===== config.mk =====
export PLATFORM = sky130hd
export DESIGN_NAME = dual_timer
export DESIGN_NICKNAME = d
export VERILOG_FILES = /design/src/verilog/count_unit.v /design/src/verilog/dual_timer.v
export VERILOG_INCLUDE_DIRS = /design/src /design/src/verilog
export SDC_FILE = /design/constraint.sdc
export NUM_CORES = 1
export LEC_CHECK = 0
export ABC_AREA = 1
export ABC_CLOCK_PERIOD_IN_PS = 3000
export BUFFER_PORTS_ARGS = -buffer_cell sky130_fd_sc_hd__buf_2
export CAP_MARGIN = 10
export CELL_PAD_IN_SITES_DETAIL_PLACEMENT = 1
export CELL_PAD_IN_SITES_GLOBAL_PLACEMENT = 2
export CORE_MARGIN = 1.5
export CORE_UTILIZATION = 37
export CTS_CLUSTER_DIAMETER = 80
export DETAILED_ROUTE_END_ITERATION = 8
export PLACE_DENSITY = 0.82
export SYNTH_ARGS = -nofsm -noshare
export SYNTH_HDL_FRONTEND = slang
export SYNTH_HIERARCHICAL = 1
export SYNTH_SLANG_ARGS = --single-unit

===== constraint.sdc =====
create_clock -name clk -period 3 [get_ports clk]
set_clock_uncertainty 0.15 [all_clocks]
set_input_delay 0 -clock clk [delete_from_list [all_inputs] [get_ports clk]]
set_output_delay 0 -clock clk [all_outputs]
set_load 0.005 [all_outputs]

===== src/verilog/dual_timer_regs.vh =====
// register offsets, field positions, reset values and timing counts of the dual timer front end
// included by the timer design files; definitions only
`ifndef DUAL_TIMER_REGS_VH
`define DUAL_TIMER_REGS_VH
`define ADDR_W 8
`define OFS_MODE_CTRL 8'h89
`define OFS_RUN_CTRL 8'h88
`define OFS_CNT0_LOW 8'h8a
`define OFS_CNT1_LOW 8'h8b
`define OFS_CNT0_HIGH 8'h8c
`define OFS_CNT1_HIGH 8'h8d
`define OFS_IRQ_STATUS 8'h8e
`define OFS_IRQ_MASK 8'h8f
`define RST_MODE_CTRL 8'h00
`define RST_BYTE 8'h00
`define MODE0_GATE 3
`define MODE0_CSEL 2
`define MODE0_MODE_HI 1
`define MODE0_MODE_LO 0
`define MODE1_GATE 7
`define MODE1_CSEL 6
`define MODE1_MODE_HI 5
`define MODE1_MODE_LO 4
`define RUN0_BIT 4
`define RUN1_BIT 6
`define FLAG0_BIT 5
`define FLAG1_BIT 7
`define IRQ0_BIT 0
`define IRQ1_BIT 1
`define OSC_PER_MCYCLE 6
`define MODE_13BIT 2'h0
`define MODE_16BIT 2'h1
`define MODE_RELOAD 2'h2
`define MODE_SPLIT 2'h3
`endif


===== src/verilog/count_unit.v =====
// one 16-bit count unit: mode 0..3 counting, overflow pulse, byte writes
// assumes a one-cycle count step already gated and synchronised by the parent
`timescale 1ns/100ps
`include "dual_timer_regs.vh"
module count_unit #(
	parameter W = 8
) (
	input wire clk,
	input wire rstn,
	input wire step,
	input wire stepHigh,
	input wire [1:0] mode,
	input wire wrLow,
	input wire wrHigh,
	input wire [W-1:0] wrData,
	output reg [W-1:0] lowByte_q,
	output reg [W-1:0] highByte_q,
	output reg ovf,
	output reg ovfHigh
);
	reg [W-1:0] lowByte_d;
	reg [W-1:0] highByte_d;
	reg [2*W:0] sum;
	always @* begin
		lowByte_d = lowByte_q;
		highByte_d = highByte_q;
		ovf = 1'b0;
		ovfHigh = 1'b0;
		sum = {(2*W+1){1'b0}};
		if (step) begin
			case (mode)
				`MODE_13BIT: begin
					// upper three low bits are left as they were
					sum = {1'b0, highByte_q, 3'b000, lowByte_q[4:0]} + {{(2*W){1'b0}}, 1'b1};
					if (lowByte_q[4:0] == 5'h1f) begin
						sum = {1'b0, highByte_q, {W{1'b0}}} + {{W{1'b0}}, 1'b1, {W{1'b0}}};
					end
					lowByte_d = {lowByte_q[W-1:5], sum[4:0]};
					highByte_d = sum[2*W-1:W];
					ovf = sum[2*W];
				end
				`MODE_16BIT: begin
					sum = {1'b0, highByte_q, lowByte_q} + {{(2*W){1'b0}}, 1'b1};
					lowByte_d = sum[W-1:0];
					highByte_d = sum[2*W-1:W];
					ovf = sum[2*W];
				end
				`MODE_RELOAD: begin
					if (&lowByte_q) begin
						lowByte_d = highByte_q;
						ovf = 1'b1;
					end else begin
						lowByte_d = lowByte_q + {{(W-1){1'b0}}, 1'b1};
					end
				end
				default: begin
					// split mode: low byte counts alone
					lowByte_d = lowByte_q + {{(W-1){1'b0}}, 1'b1};
					ovf = &lowByte_q;
				end
			endcase
		end
		if (stepHigh && mode == `MODE_SPLIT) begin
			highByte_d = highByte_q + {{(W-1){1'b0}}, 1'b1};
			ovfHigh = &highByte_q;
		end
		if (wrLow) begin
			lowByte_d = wrData;
		end
		if (wrHigh) begin
			highByte_d = wrData;
		end
	end
	always @(posedge clk or negedge rstn) begin
		if (!rstn) begin
			lowByte_q <= {W{1'b0}};
			highByte_q <= {W{1'b0}};
		end else begin
			lowByte_q <= lowByte_d;
			highByte_q <= highByte_d;
		end
	end
endmodule


===== src/verilog/dual_timer.v =====
// dual 16-bit timer/counter front end with mode control, run control and interrupt registers
// assumes clk is the oscillator, register port on clk, count and gate pins asynchronous
// Operation
// - two independent 16-bit count units, each timer or counter
// - timer function advances once per machine cycle of six oscillator periods
// - counter function advances only on falling edge of its count pin
// - each count pin sampled exactly once per machine cycle
// - count when one sample is high and the next is low
// - incremented value visible in the machine cycle after detection
// - one external edge takes two machine cycles to recognise
// - select bit clear counts machine cycles, set counts the count pin
// - gate set: count only while gate pin high and run bit set
// - gate clear: count whenever run bit set
// - two-bit mode field per unit; mode 3 differs between units
// - mode control at 89h: unit1 gate,select,mode in 7:4, unit0 in 3:0
// - mode control not bit addressable, resets to zero
// - mode 0 counts 13 bits: high byte and low five low-byte bits
// - mode 1 counts all sixteen bits
// - mode 2 low byte reloads from high byte on overflow
// - rollover sets overflow flag; cleared by vectoring or software
`timescale 1ns/100ps
`include "dual_timer_regs.vh"
module dual_timer #(
	parameter MCYCLE = `OSC_PER_MCYCLE
) (
	input wire clk,
	input wire rstn,
	input wire [7:0] addr,
	input wire [7:0] wrData,
	input wire wrStb,
	input wire rdStb,
	output reg [7:0] rdData,
	input wire countPinZero,
	input wire countPinOne,
	input wire gatePinZero,
	input wire gatePinOne,
	input wire vectorAck0,
	input wire vectorAck1,
	output wire overflowFlag0,
	output wire overflowFlag1,
	output wire irq
);
	localparam ST_LOW = 2'b01;
	localparam ST_HIGH = 2'b10;

	function isWr;
		input [7:0] a;
		input [7:0] ofs;
		begin
			isWr = wrStb && (a == ofs);
		end
	endfunction

	reg [7:0] modeCtrl_q;
	reg [7:0] runCtrl_q;
	reg [1:0] irqStatus_q;
	reg [1:0] irqMask_q;
	reg [2:0] phase_q;
	reg [3:0] syncA_q;
	reg [3:0] syncB_q;
	reg [1:0] edgeSt0_q;
	reg [1:0] edgeSt1_q;
	reg [1:0] fall_q;
	wire mcycTick;
	wire [7:0] low0;
	wire [7:0] high0;
	wire [7:0] low1;
	wire [7:0] high1;
	wire ovf0;
	wire ovf1;
	wire ovfSplit;
	wire en0;
	wire en1;
	wire step0;
	wire step1;
	wire stepSplit;
	wire flagSet0;
	wire flagSet1;

	// machine cycle prescaler
	assign mcycTick = (phase_q == MCYCLE - 1);
	always @(posedge clk or negedge rstn) begin
		if (!rstn) begin
			phase_q <= 3'h0;
		end else if (mcycTick) begin
			phase_q <= 3'h0;
		end else begin
			phase_q <= phase_q + 3'h1;
		end
	end

	// synchronisers: first stage read only by the second
	always @(posedge clk or negedge rstn) begin
		if (!rstn) begin
			syncA_q <= 4'h0;
			syncB_q <= 4'h0;
		end else begin
			syncA_q <= {gatePinOne, gatePinZero, countPinOne, countPinZero};
			syncB_q <= syncA_q;
		end
	end

	// per machine cycle sampling and falling edge detection
	always @(posedge clk or negedge rstn) begin
		if (!rstn) begin
			edgeSt0_q <= ST_LOW;
			edgeSt1_q <= ST_LOW;
			fall_q <= 2'b00;
		end else if (mcycTick) begin
			// high in one sample, low in the next
			fall_q[0] <= edgeSt0_q == ST_HIGH && !syncB_q[0];
			fall_q[1] <= edgeSt1_q == ST_HIGH && !syncB_q[1];
			case (edgeSt0_q)
				ST_LOW: edgeSt0_q <= syncB_q[0] ? ST_HIGH : ST_LOW;
				ST_HIGH: edgeSt0_q <= syncB_q[0] ? ST_HIGH : ST_LOW;
				default: edgeSt0_q <= ST_LOW;
			endcase
			case (edgeSt1_q)
				ST_LOW: edgeSt1_q <= syncB_q[1] ? ST_HIGH : ST_LOW;
				ST_HIGH: edgeSt1_q <= syncB_q[1] ? ST_HIGH : ST_LOW;
				default: edgeSt1_q <= ST_LOW;
			endcase
		end
	end

	// gating: gate bit makes the gate pin matter, run bit always does
	assign en0 = runCtrl_q[`RUN0_BIT] && (!modeCtrl_q[`MODE0_GATE] || syncB_q[2]);
	assign en1 = runCtrl_q[`RUN1_BIT] && (!modeCtrl_q[`MODE1_GATE] || syncB_q[3]) &&
		(modeCtrl_q[`MODE1_MODE_HI:`MODE1_MODE_LO] != `MODE_SPLIT);
	// detected edge counted at the next machine cycle boundary, two cycles total
	assign step0 = en0 && mcycTick && (modeCtrl_q[`MODE0_CSEL] ? fall_q[0] : 1'b1);
	assign step1 = en1 && mcycTick && (modeCtrl_q[`MODE1_CSEL] ? fall_q[1] : 1'b1);
	// split mode: unit0 high byte is a timer run by the unit1 run bit
	assign stepSplit = mcycTick && runCtrl_q[`RUN1_BIT];

	count_unit #(.W(8)) unitZero (
		.clk(clk),
		.rstn(rstn),
		.step(step0),
		.stepHigh(stepSplit),
		.mode(modeCtrl_q[`MODE0_MODE_HI:`MODE0_MODE_LO]),
		.wrLow(isWr(addr, `OFS_CNT0_LOW)),
		.wrHigh(isWr(addr, `OFS_CNT0_HIGH)),
		.wrData(wrData),
		.lowByte_q(low0),
		.highByte_q(high0),
		.ovf(ovf0),
		.ovfHigh(ovfSplit)
	);
	count_unit #(.W(8)) unitOne (
		.clk(clk),
		.rstn(rstn),
		.step(step1),
		.stepHigh(1'b0),
		.mode(modeCtrl_q[`MODE1_MODE_HI:`MODE1_MODE_LO]),
		.wrLow(isWr(addr, `OFS_CNT1_LOW)),
		.wrHigh(isWr(addr, `OFS_CNT1_HIGH)),
		.wrData(wrData),
		.lowByte_q(low1),
		.highByte_q(high1),
		.ovf(ovf1),
		.ovfHigh()
	);

	// in split mode the unit0 high byte overflow takes over flag 1
	assign flagSet0 = ovf0;
	assign flagSet1 = (modeCtrl_q[`MODE0_MODE_HI:`MODE0_MODE_LO] == `MODE_SPLIT) ? ovfSplit : ovf1;

	// control registers; a hardware set wins over any clear
	always @(posedge clk or negedge rstn) begin
		if (!rstn) begin
			modeCtrl_q <= `RST_MODE_CTRL;
			runCtrl_q <= `RST_BYTE;
			irqStatus_q <= 2'b00;
			irqMask_q <= 2'b00;
		end else begin
			if (isWr(addr, `OFS_MODE_CTRL)) begin
				modeCtrl_q <= wrData;
			end
			if (isWr(addr, `OFS_RUN_CTRL)) begin
				runCtrl_q[`RUN0_BIT] <= wrData[`RUN0_BIT];
				runCtrl_q[`RUN1_BIT] <= wrData[`RUN1_BIT];
				runCtrl_q[`FLAG0_BIT] <= wrData[`FLAG0_BIT];
				runCtrl_q[`FLAG1_BIT] <= wrData[`FLAG1_BIT];
			end else begin
				if (vectorAck0) begin
					runCtrl_q[`FLAG0_BIT] <= 1'b0;
				end
				if (vectorAck1) begin
					runCtrl_q[`FLAG1_BIT] <= 1'b0;
				end
			end
			if (flagSet0) begin
				runCtrl_q[`FLAG0_BIT] <= 1'b1;
			end
			if (flagSet1) begin
				runCtrl_q[`FLAG1_BIT] <= 1'b1;
			end
			if (isWr(addr, `OFS_IRQ_MASK)) begin
				irqMask_q <= wrData[1:0];
			end
			irqStatus_q <= (irqStatus_q & ~(isWr(addr, `OFS_IRQ_STATUS) ? wrData[1:0] : 2'b00)) |
				{flagSet1, flagSet0};
		end
	end

	assign overflowFlag0 = runCtrl_q[`FLAG0_BIT];
	assign overflowFlag1 = runCtrl_q[`FLAG1_BIT];
	assign irq = |(irqStatus_q & irqMask_q);

	// read data valid the cycle after the strobe only
	always @(posedge clk or negedge rstn) begin
		if (!rstn) begin
			rdData <= 8'h00;
		end else if (rdStb) begin
			case (addr)
				`OFS_MODE_CTRL: rdData <= modeCtrl_q;
				`OFS_RUN_CTRL: rdData <= runCtrl_q & 8'hf0;
				`OFS_CNT0_LOW: rdData <= low0;
				`OFS_CNT1_LOW: rdData <= low1;
				`OFS_CNT0_HIGH: rdData <= high0;
				`OFS_CNT1_HIGH: rdData <= high1;
				`OFS_IRQ_STATUS: rdData <= {6'h00, irqStatus_q};
				`OFS_IRQ_MASK: rdData <= {6'h00, irqMask_q};
				default: rdData <= 8'h00;
			endcase
		end else begin
			rdData <= 8'h00;
		end
	end
endmodule


# == After elaboration in Yosys (flattened, before gate mapping) ==
# Index checks and enable logic that the tools add are counted.
# classes
n_bitwise,4
reduce_logical,45
eq_ne,23
addsub,10
muxes,41
# op_table
operator,n
2-to-1 mux 8 bit,12
"adder 16 x 1 -> 17 bit, second input constant",4
"== test 8 bit, second input constant",8
one-hot mux 8 bit (8 select lines),1
one-hot mux 8 bit (3 select lines),2
"adder 16 x 9 -> 17 bit, second input constant",2
2-to-1 mux 17 bit,2
one-hot mux 8 bit (2 select lines),2
"adder 8 x 1 -> 8 bit, second input constant",3
AND reduction 8 bit,3
logical AND 1 bit,19
2-to-1 mux 1 bit,14
nonzero test 3 bit,4
"== test 2 bit, second input constant",5
"== test 5 bit, second input constant",2
2-to-1 mux 2 bit,5
"== test 2 x 1 -> 1 bit, second input constant",4
AND reduction 2 bit,4
one-hot mux 1 bit (3 select lines),2
nonzero test 2 bit,3
OR reduction 2 bit,3
bitwise AND 2 bit,2
zero test 1 bit,4
zero test 2 bit,2
9 further kinds,11
# word_totals
reg_bits,73
word_cells,142
output_inout_bits,11

# == Longest topological paths before layout ==
# Gate-level depths: netlist of run 1.
# logic_depth
word_depth,9
ltp_mapped,15
ltp_nobuf,13

# == By module ==
# Netlist of run 1, hierarchy kept.
# by_module_without_submodules
module,cells_per_inst,area_each_um2,n_inst
dual_timer,266,2165.8,1
count_unit (unitZero),242,1522.7,1
count_unit (unitOne),233,1463.9,1

# == Worst setup path before layout of run 1 ==
# Ideal clock, no wire load.
# synth_timing
kind,register to register
startpoint,reg phase_q[0]
endpoint,reg unitZero.highByte_q[4]
path_stages_with_launch,11
synth_period_minus_slack_ns,1.982
arrival_ns,1.715
setup_slack_ns,1.018
required_ns,2.733
setup_time_ns,0.117
cell_sequence,dfrtp_1 > nand2_1 > nor2_4 > inv_1 > a211oi_1 > nand2_1 > o21bai_4 > buf_6 > nand2_1 > o21ai_1 > inv_1
# synth_via
elab_chain_len,5
elab_cells_between_ends,10
cone_classes,eq/ne: 1; mux: 2; reduce/logical: 7
# synth_lines
item,line_no,source
start: declaration,dual_timer.v:58,reg [2:0] phase_q;
start signal: assignment,dual_timer.v:88,phase_q <= phase_q + 3'h1;
== test 3 bit,dual_timer.v:81,assign mcycTick = (phase_q == MCYCLE - 1);
logical AND 1 bit (2 in a row),dual_timer.v:131,assign step0 = en0 && mcycTick && (modeCtrl_q[`MODE0_CSEL] ? fall_q[0] : 1'b1);
via step0,dual_timer.v:74,wire step0;
nonzero test 3 bit (no source line),-,
AND reduction 2 bit (no source line),-,
end signal: assignment,count_unit.v:77,highByte_q <= {W{1'b0}};
end signal: assignment,count_unit.v:80,highByte_q <= highByte_d;
end: declaration,count_unit.v:17,"output reg [W-1:0] highByte_q,"
# The timed path passes the listed nets, and every way through them passes these cells.
# A chain may end at the register's enable or synchronous reset.

# == Worst setup path after layout of run 1 ==
# layout_timing
startpoint,reg phase_q[0]
endpoint,"reg runCtrl_q[7], in the netlist overflowFlag1"
# layout_via
elab_chain_len,6
elab_cells_between_ends,10
cone_classes,eq/ne: 1; mux: 4; reduce/logical: 5
# layout_lines
item,line_no,source
== test 3 bit (*),dual_timer.v:81,
logical AND 1 bit (*),dual_timer.v:134,assign stepSplit = mcycTick && runCtrl_q[`RUN1_BIT];
via stepSplit,dual_timer.v:76,wire stepSplit;
logical AND 1 bit (no source line) (*),-,
2-to-1 mux 1 bit (*),count_unit.v:63,if (stepHigh && mode == `MODE_SPLIT) begin
via ovfSplit,dual_timer.v:71,wire ovfSplit;
2-to-1 mux 1 bit (*),dual_timer.v:167,assign flagSet1 = (modeCtrl_q[`MODE0_MODE_HI:`MODE0_MODE_LO] == `MODE_SPLIT) ? ovfSplit : ovf1;
nonzero test 3 bit (no source line) or 2-to-1 mux 1 bit (tied branches),-,
end signal: assignment,dual_timer.v:173,runCtrl_q <= `RST_BYTE;
end signal: indexed assignment,dual_timer.v:181,runCtrl_q[`RUN0_BIT] <= wrData[`RUN0_BIT];
end signal: indexed assignment,dual_timer.v:182,runCtrl_q[`RUN1_BIT] <= wrData[`RUN1_BIT];
end: declaration,dual_timer.v:55,reg [7:0] runCtrl_q;
# The timed path passes the listed nets; every way through them passes the cells marked *.

==> summary.md, run 1 <==
| Metric | Value |
|---|---|
| I/O pin cnt | `37` |
| Clock buffer depth | `2` |
| Kind of start point of the critical path | `register` |
| Clock latency at the later pin of the worst-skew pair | `about 350 ps` |
| Final Hold Fails | `0` |
| Aggregate global-route resource usage | `27.3%` |
| Final setup viols | `0` |
| Number of filler cells placed in the layout | `1757` |
| Critical path type | `register to register` |
| Clock Sink Count | `73` |
| Count of mapped cells out of synthesis | `740` |
| Critical hold path startpoint | `addr[5]` |
| Net switching fraction of the power | `31.9%` |
| First-pass GRT wire length | `30400 um` |
| Min-Delay Path Class | `input port to register` |
| Violation count after the first detailed-route iteration | `roughly 260` |
| Share of final-layout standard cells stronger than drive strength 1 | `about 16%` |
| Die W | `121 um` |
| Mean number of vias per cell | `5.33` |
| Effective utilization at floorplan | `38.4%` |
| Largest net degree at the start of global routing | `74` |
| Number of global-route vias before repair | `between 5000 and 6000` |
| Peak fanout along the critical path | `9` |
| FP Rows | `42` |
| Summed instance area of the synthesized netlist | `a little over 0.005 mm2` |
| Area occupied by multi-input gates | `0.00288 mm2` |
| Remaining global-route overflow | `0` |
| Proportion of power drawn by flip-flops and latches | `a little over two fifths` |
| Leakage power of the design | `between 3 and 4 nW` |
| Clock tree from TritonCTS | `done` |
| Data required time of the critical path | `roughly 3100 ps` |
| Number of antenna violations at the first check in global routing | `0` |
| Maximum Capacitance Violations | `0` |
| Layout overhead on the synthesized area | `18.1%` |
| Post-synthesis net count | `between 700 and 800` |
| Iteration count of the initial detailed-routing pass | `5` |
| Unrepaired setup endpoints after global routing | `false` |
| Number of vias after detailed routing | `5249` |
| DRC viols | `0` |
| Run status | `completed` |
| Number of levels in the clock H-tree | `3` |
| Final sum of negative setup slack | `0 ps` |
| Wire length on met3 | `around 730 um` |
| Total die area | `around 0.015 mm2` |
| Wire length the detailed router placed on met1 | `~8500 um` |
| IO buf count | `36` |
| Worst setup path startpoint | `phase_q[0]` |
| Arr. time, crit path | `slightly below 3000 ps` |
| Detailed route wirelength on metal2 | `9030 um` |
| Sw power | `0.945 mW` |
| Clock buffers created by TritonCTS | `9` |
| Fraction of power consumed by combinational cells | `15.5%` |
| Endpoint kind of the worst setup timing path | `register` |
| Min Tclk post-route | `2840 ps` |
| Setup Fix Bufs, Post-CTS | `0` |
| Half-perimeter wire length of the detailed placement result | `13700 um` |
| Number of max-slew violations in the final report | `0` |
| Final wirelength | `18800 um` |
| Average cell area after synthesis | `roughly 7.0 um2` |
| Clock group share of total power | `42.6%` |
| Post-detailed-route count of antenna-violating nets | `0` |
| FF/Latch Area | `roughly 0.0018 mm2` |
| Max Freq | `353 MHz` |
| Placed cell count | `947` |
| Highest metal layer used by the detailed router | `met4` |
| Share of the clock period used by the worst path | `94.6%` |
| Clock-pin slew of the registers on the worst-case setup and hold paths | `70 ps` |
| Worst relative slew slack | `about a third` |
| Worst VDD drop | `0.336 mV` |
| Beginning of the worst register-to-register path | `phase_q[0]` |
| Area inside the core boundary | `0.0134 mm2` |
| Routed len/inst | `about 19 um` |
| Non-filler cells in the finished layout | `a little under 1000` |
| Warnings from Yosys | `6` |
| Pin slew with the least headroom to its limit | `982 ps` |
| Clk root buf | `sky130_fd_sc_hd__clkbuf_16` |
| Post-route worst hold slack | `94.3 ps` |
| Routability cong. | `0.866` |
| Diode insertion count for antenna repair | `0` |
| Total Nets Final | `835` |
| Internal | `2.02 mW` |
| Power per cell area | `~490 mW/mm2` |
| Y dimension of the die | `approximately 120 um` |
power groups by stage:
stage               Combinational (mW)  Clock [mW]  Sequential [mW]
floorplan                        0.290           0             1.19
global placement                 0.418           0             1.25
detailed placement               0.441           0             1.25
CTS                              0.461        1.28             1.24
global route                     0.520        1.30             1.26
finish                           0.460        1.26             1.24
sequential cells by signal, summed over array words and instances, names as in the netlist, 3 cells and up:
signal,flops
modeCtrl_q,8
phase_q,3
rdData,8
syncA_q,4
syncB_q,4
unitOne/highByte_q,8
unitOne/lowByte_q,8
unitZero/highByte_q,8
unitZero/lowByte_q,8
worst paths after layout:
kind / endpoint / slack, ps / depth (start not counted)
worst max-delay path: overflowFlag1 / 160 / 10
worst min-delay path: irqMask_q[0] / 90 / 8
worst max register to register: overflowFlag1 / 160 / 10
worst min register to register: syncB_q[3] / 200 / 0
max in group asynchronous: unitOne/highByte_q[1] / 1800 / 2
min in group asynchronous: irqMask_q[1] / 180 / 2
final cells by class:
cell class / instances / area share [%]
Sequential cell: 73 / 30.1
Clock buffer: 10 / 3.93
Inverter: 94 / 5.89
Tap cell: 176 / 3.62
Clock inverter: 6 / 1.61
Multi-Input combinational cell: 560 / 47.4
Timing Repair Buffer: 65 / 7.45
through the flow:
stage / total power [mW] / utilization, % / worst slack, ps / cell area (um2)
6_report: 2.96 / 45.4 / 163 / 6080
5_1_grt: 3.08 / 45.4 / 26.4 / 6080
4_1_cts: 2.98 / 45.2 / 40.0 / 6060
3_5_place_dp: 1.70 / 41.1 / 233 / 5510
3_3_place_gp: 1.67 / 41.1 / 442 / 5510
2_1_floorplan: 1.48 / - / 1020 / 5150
repair_timing:
item | CTS | global route
hold buffers | 21 | 0
endpoints found under the hold margin | 111 | 0
endpoints found under the setup margin | 0 | 2
resized for setup | 0 | 4
metal layers:
layer	vias up	GRT usage (%)
li1	2526	-
met1	2589	35.5
met5	-	0
met3	25	3.95
met4	0	10.7
met2	109	45.8
critical path, stage by stage, from the launching register on:
cell and delay, ps:
sky130_fd_sc_hd__dfrtp_1 390, sky130_fd_sc_hd__nand2_1 140, sky130_fd_sc_hd__nor2_4 210, sky130_fd_sc_hd__inv_1 140, sky130_fd_sc_hd__nor2_1 220, sky130_fd_sc_hd__nand3_1 240, sky130_fd_sc_hd__nor4_2 330, sky130_fd_sc_hd__mux2_2 260
sky130_fd_sc_hd__a21oi_1 60, sky130_fd_sc_hd__nand2_1 80, sky130_fd_sc_hd__dlygate4sd3_1 550
placed cells by master (no fill, tap or decap), types with 3 or more instances in the layout:
cell / instances
sky130_fd_sc_hd__ha_1: 6
sky130_fd_sc_hd__a21oi_2: 3
sky130_fd_sc_hd__nor2_2: 7
sky130_fd_sc_hd__buf_2: 35
sky130_fd_sc_hd__a22oi_1: 8
sky130_fd_sc_hd__xor2_1: 5
sky130_fd_sc_hd__inv_2: 11
sky130_fd_sc_hd__a21oi_1: 50
sky130_fd_sc_hd__inv_1: 81
sky130_fd_sc_hd__o21ai_0: 45
sky130_fd_sc_hd__nor2_1: 79
sky130_fd_sc_hd__o21ai_1: 16
sky130_fd_sc_hd__dlygate4sd3_1: 21
sky130_fd_sc_hd__nor2_8: 4
sky130_fd_sc_hd__nand3_2: 4
sky130_fd_sc_hd__nand2_2: 9
sky130_fd_sc_hd__nand3_1: 75
sky130_fd_sc_hd__nor2_4: 8
sky130_fd_sc_hd__clkbuf_16: 9
sky130_fd_sc_hd__buf_4: 9
sky130_fd_sc_hd__nor3_1: 3
sky130_fd_sc_hd__nand2_1: 200
sky130_fd_sc_hd__dfrtp_1: 70
sky130_fd_sc_hd__nand2_4: 6
(Power assumes the default switching activity.)
==> inputs of run 2 (changes only) <==
Settings changed: ABC_CLOCK_PERIOD_IN_PS 3000 to 3100, CORE_UTILIZATION 37 to 35, PLACE_DENSITY 0.82 to 0.78.
Clock period 3 ns to 3.1 ns, I/O delays scaled along.
==> run 2 against run 1 <==
Critical path depth stayed put. Sequential power down 4%. Largest cell class unchanged. Worst hold slack improved by 16 ps. Global-route usage shrank 2.4 points. Maximum frequency is 1.3% lower. Final cell count is 0.91% higher. Clock power is 10% lower. Largest power group is now sequential cells. First-iteration DRC count grew 7.4%.
==> summary.md, run 2 (synthesis results as in run 1) <==
| Metric | Value |
|---|---|
| Family with the most delay on the worst path | `compound AO/OA/AOI/OAI gates` |
| Worst VDD drop | `0.220 mV` |
| Cell count of the worst reg-to-reg path | `10` |
| I/O pin cnt | `37` |
| Register-to-register setup slack | `~220 ps` |
| Maximum Capacitance Violations | `0` |
| FP Rows | `44` |
| IO buf count | `36` |
| Clock buffers created by TritonCTS | `9` |
| Effective utilization at floorplan | `35.7%` |
| Top library cells by usage in the layout, fill and taps aside | `200 x sky130_fd_sc_hd__nand2_1, 81 x sky130_fd_sc_hd__inv_1, 79 x sky130_fd_sc_hd__nor2_1` |
| DRC viols | `0` |
| Critical hold path startpoint | `addr[7]` |
| Cell with the biggest individual delay on the critical path | `sky130_fd_sc_hd__dlygate4sd3_1` |
| Final Hold Fails | `0` |
| Number of levels in the clock H-tree | `3` |
| Data required time of the critical path | `3240 ps` |
| First-pass GRT wire length | `around 30000 um` |
| Share of final-layout standard cells stronger than drive strength 1 | `between 10% and 20%` |
| Max Freq | `348 MHz` |
| Post-Route Utilization | `roughly two fifths` |
| Total die area | `0.0154 mm2` |
| FF-to-FF End | `overflowFlag1` |
| Min-Delay Path Class | `input port to register` |
| Post-detailed-route count of antenna-violating nets | `0` |
| Final sum of negative setup slack | `0 ps` |
| Half-perimeter wire length of the detailed placement result | `between 10000 and 15000 um` |
| Largest net degree at the start of global routing | `74` |
| Routed len/inst | `18.6 um` |
| Run status | `completed` |
| Leading cell type in the layout, fill and taps excluded | `sky130_fd_sc_hd__nand2_1` |
| Crit path capture | `overflowFlag1` |
| Clock-pin slew of the registers on the worst-case setup and hold paths | `about 70 ps` |
| Clock buffer depth | `2` |
| Routability cong. | `between 0.8 and 0.9` |
| Pin slew with the least headroom to its limit | `between 900 and 1000 ps` |
| Depth of the critical timing path with buffers and inverters included | `10` |
| Remaining global-route overflow | `0` |
| Number of filler cells placed in the layout | `1852` |
| Aggregate global-route resource usage | `24.8%` |
| Clock latency at the later pin of the worst-skew pair | `350 ps` |
| Peak fanout along the critical path | `9` |
| Leakage power of the design | `3.16 nW` |
| Worst path buffer plus inverter count | `1` |
| Final wirelength | `18500 um` |
| Mean number of vias per cell | `5.20` |
| Final total power | `roughly 2.8 mW` |
| Min Tclk post-route | `2880 ps` |
| Clock tree from TritonCTS | `done` |
| Kind of start point of the critical path | `register` |
| Number of vias after detailed routing | `5167` |
| Total Nets Final | `836` |
| Final setup viols | `0` |
| Diode insertion count for antenna repair | `0` |
| Number of global-route vias before repair | `5499` |
| Layout overhead on the synthesized area | `17.5%` |
| Arr. time, crit path | `3020 ps` |
| Worst setup slack after layout | `225 ps` |
| Unrepaired setup endpoints after global routing | `false` |
| Critical path type | `register to register` |
| Setup Fix Bufs, Post-CTS | `0` |
| Number of antenna violations at the first check in global routing | `0` |
| Clk root buf | `sky130_fd_sc_hd__clkbuf_16` |
| Number of max-slew violations in the final report | `0` |
| Y dimension of the die | `124 um` |
| Area inside the core boundary | `0.0144 mm2` |
| Power per cell area | `458 mW/mm2` |
| Iteration count of the initial detailed-routing pass | `4` |
| Die W | `124 um` |
| Critical Path Max Stage Delay | `540 ps` |
| Violation count after the first detailed-route iteration | `roughly 280` |
| Series of cell instances along the critical path | `nand2_1 -> nor2_4 -> o2111ai_1 -> a21oi_1 -> o211ai_1 -> a21oi_1 -> mux2_2 -> a21oi_1 -> nand2_1 -> dlygate4sd3_1` |
| Share of the clock period used by the worst path | `~90%` |
| Clock Sink Count | `73` |
| Beginning of the worst register-to-register path | `phase_q[0]` |
| Worst relative slew slack | `between 30% and 40%` |
| Pre-CTS WS | `636 ps` |
| Endpoint kind of the worst setup timing path | `register` |
| Worst setup path startpoint | `phase_q[0]` |
| Crit path top cell by count | `sky130_fd_sc_hd__a21oi_1` |
[run 2: cell types whose count changed in the layout (fill, tap and decap cells not counted), sizes merged]
cell      delta
bufinv       -1
inv          +2
clkbuf       -1
clkinv       -1
clkinvlp     +1
buf          +1
[run 2: worst min-delay path by stage]
stage                   endpoint  slack [ps]  cells past startpoint
floorplan           edgeSt0_q[1]        -450                      0
global placement      syncA_q[2]         -40                      1
detailed placement    syncA_q[3]         -40                      1
CTS                    rdData[4]          90                      8
global route          syncA_q[1]         140                      2
finish                 rdData[4]         110                      7
[run 2: what timing repair did]
action	in CTS	in global routing
resized for setup	0	0
hold buffers	21	0
hold endpoints to repair	111	0
[run 2: metrics by stage]
step | cell area, um2 | instances | hold slack, ps
2_1_floorplan | 5150 | 740 | -446
3_3_place_gp | 5530 | 956 | -41.8
3_5_place_dp | 5530 | 956 | -40.2
4_1_cts | 6050 | 993 | 93.6
5_1_grt | 6050 | 993 | 141
6_report | 6050 | 993 | 110
[run 2: routing by layer]
metal,part of all wire [%],global-route usage [%]
met5,0,0
met4,1.7,6.63
met3,3.8,3.26
met2,48,42.3
met1,46,33.3
[run 2: worst min-delay path, stage by stage]
cell and delay [ps]:
sky130_fd_sc_hd__buf_2 90, sky130_fd_sc_hd__nand2_1 90, sky130_fd_sc_hd__nor2_4 110, sky130_fd_sc_hd__nand3_1 90
sky130_fd_sc_hd__nand2_1 50, sky130_fd_sc_hd__inv_1 40, sky130_fd_sc_hd__a21oi_1 70
[run 2: report_power, final]
| part | switching (mW) | internal (mW) |
|---|---|---|
| Clock | 0.493 | 0.642 |
| Sequential | 0.147 | 1.05 |
| Combinational | 0.279 | 0.164 |
[run 2: area by class of cell]
type / instances / area, um2 / area share, %
multi-input cells: 560 / 2860 / 47.3
well taps: 184 / 230 / 3.80
clock buffers: 9 / 225 / 3.72
inverters: 94 / 358 / 5.91
repair buffers: 66 / 460 / 7.61
clock inverters: 7 / 83.8 / 1.39
flip-flops and latches: 73 / 1830 / 30.2
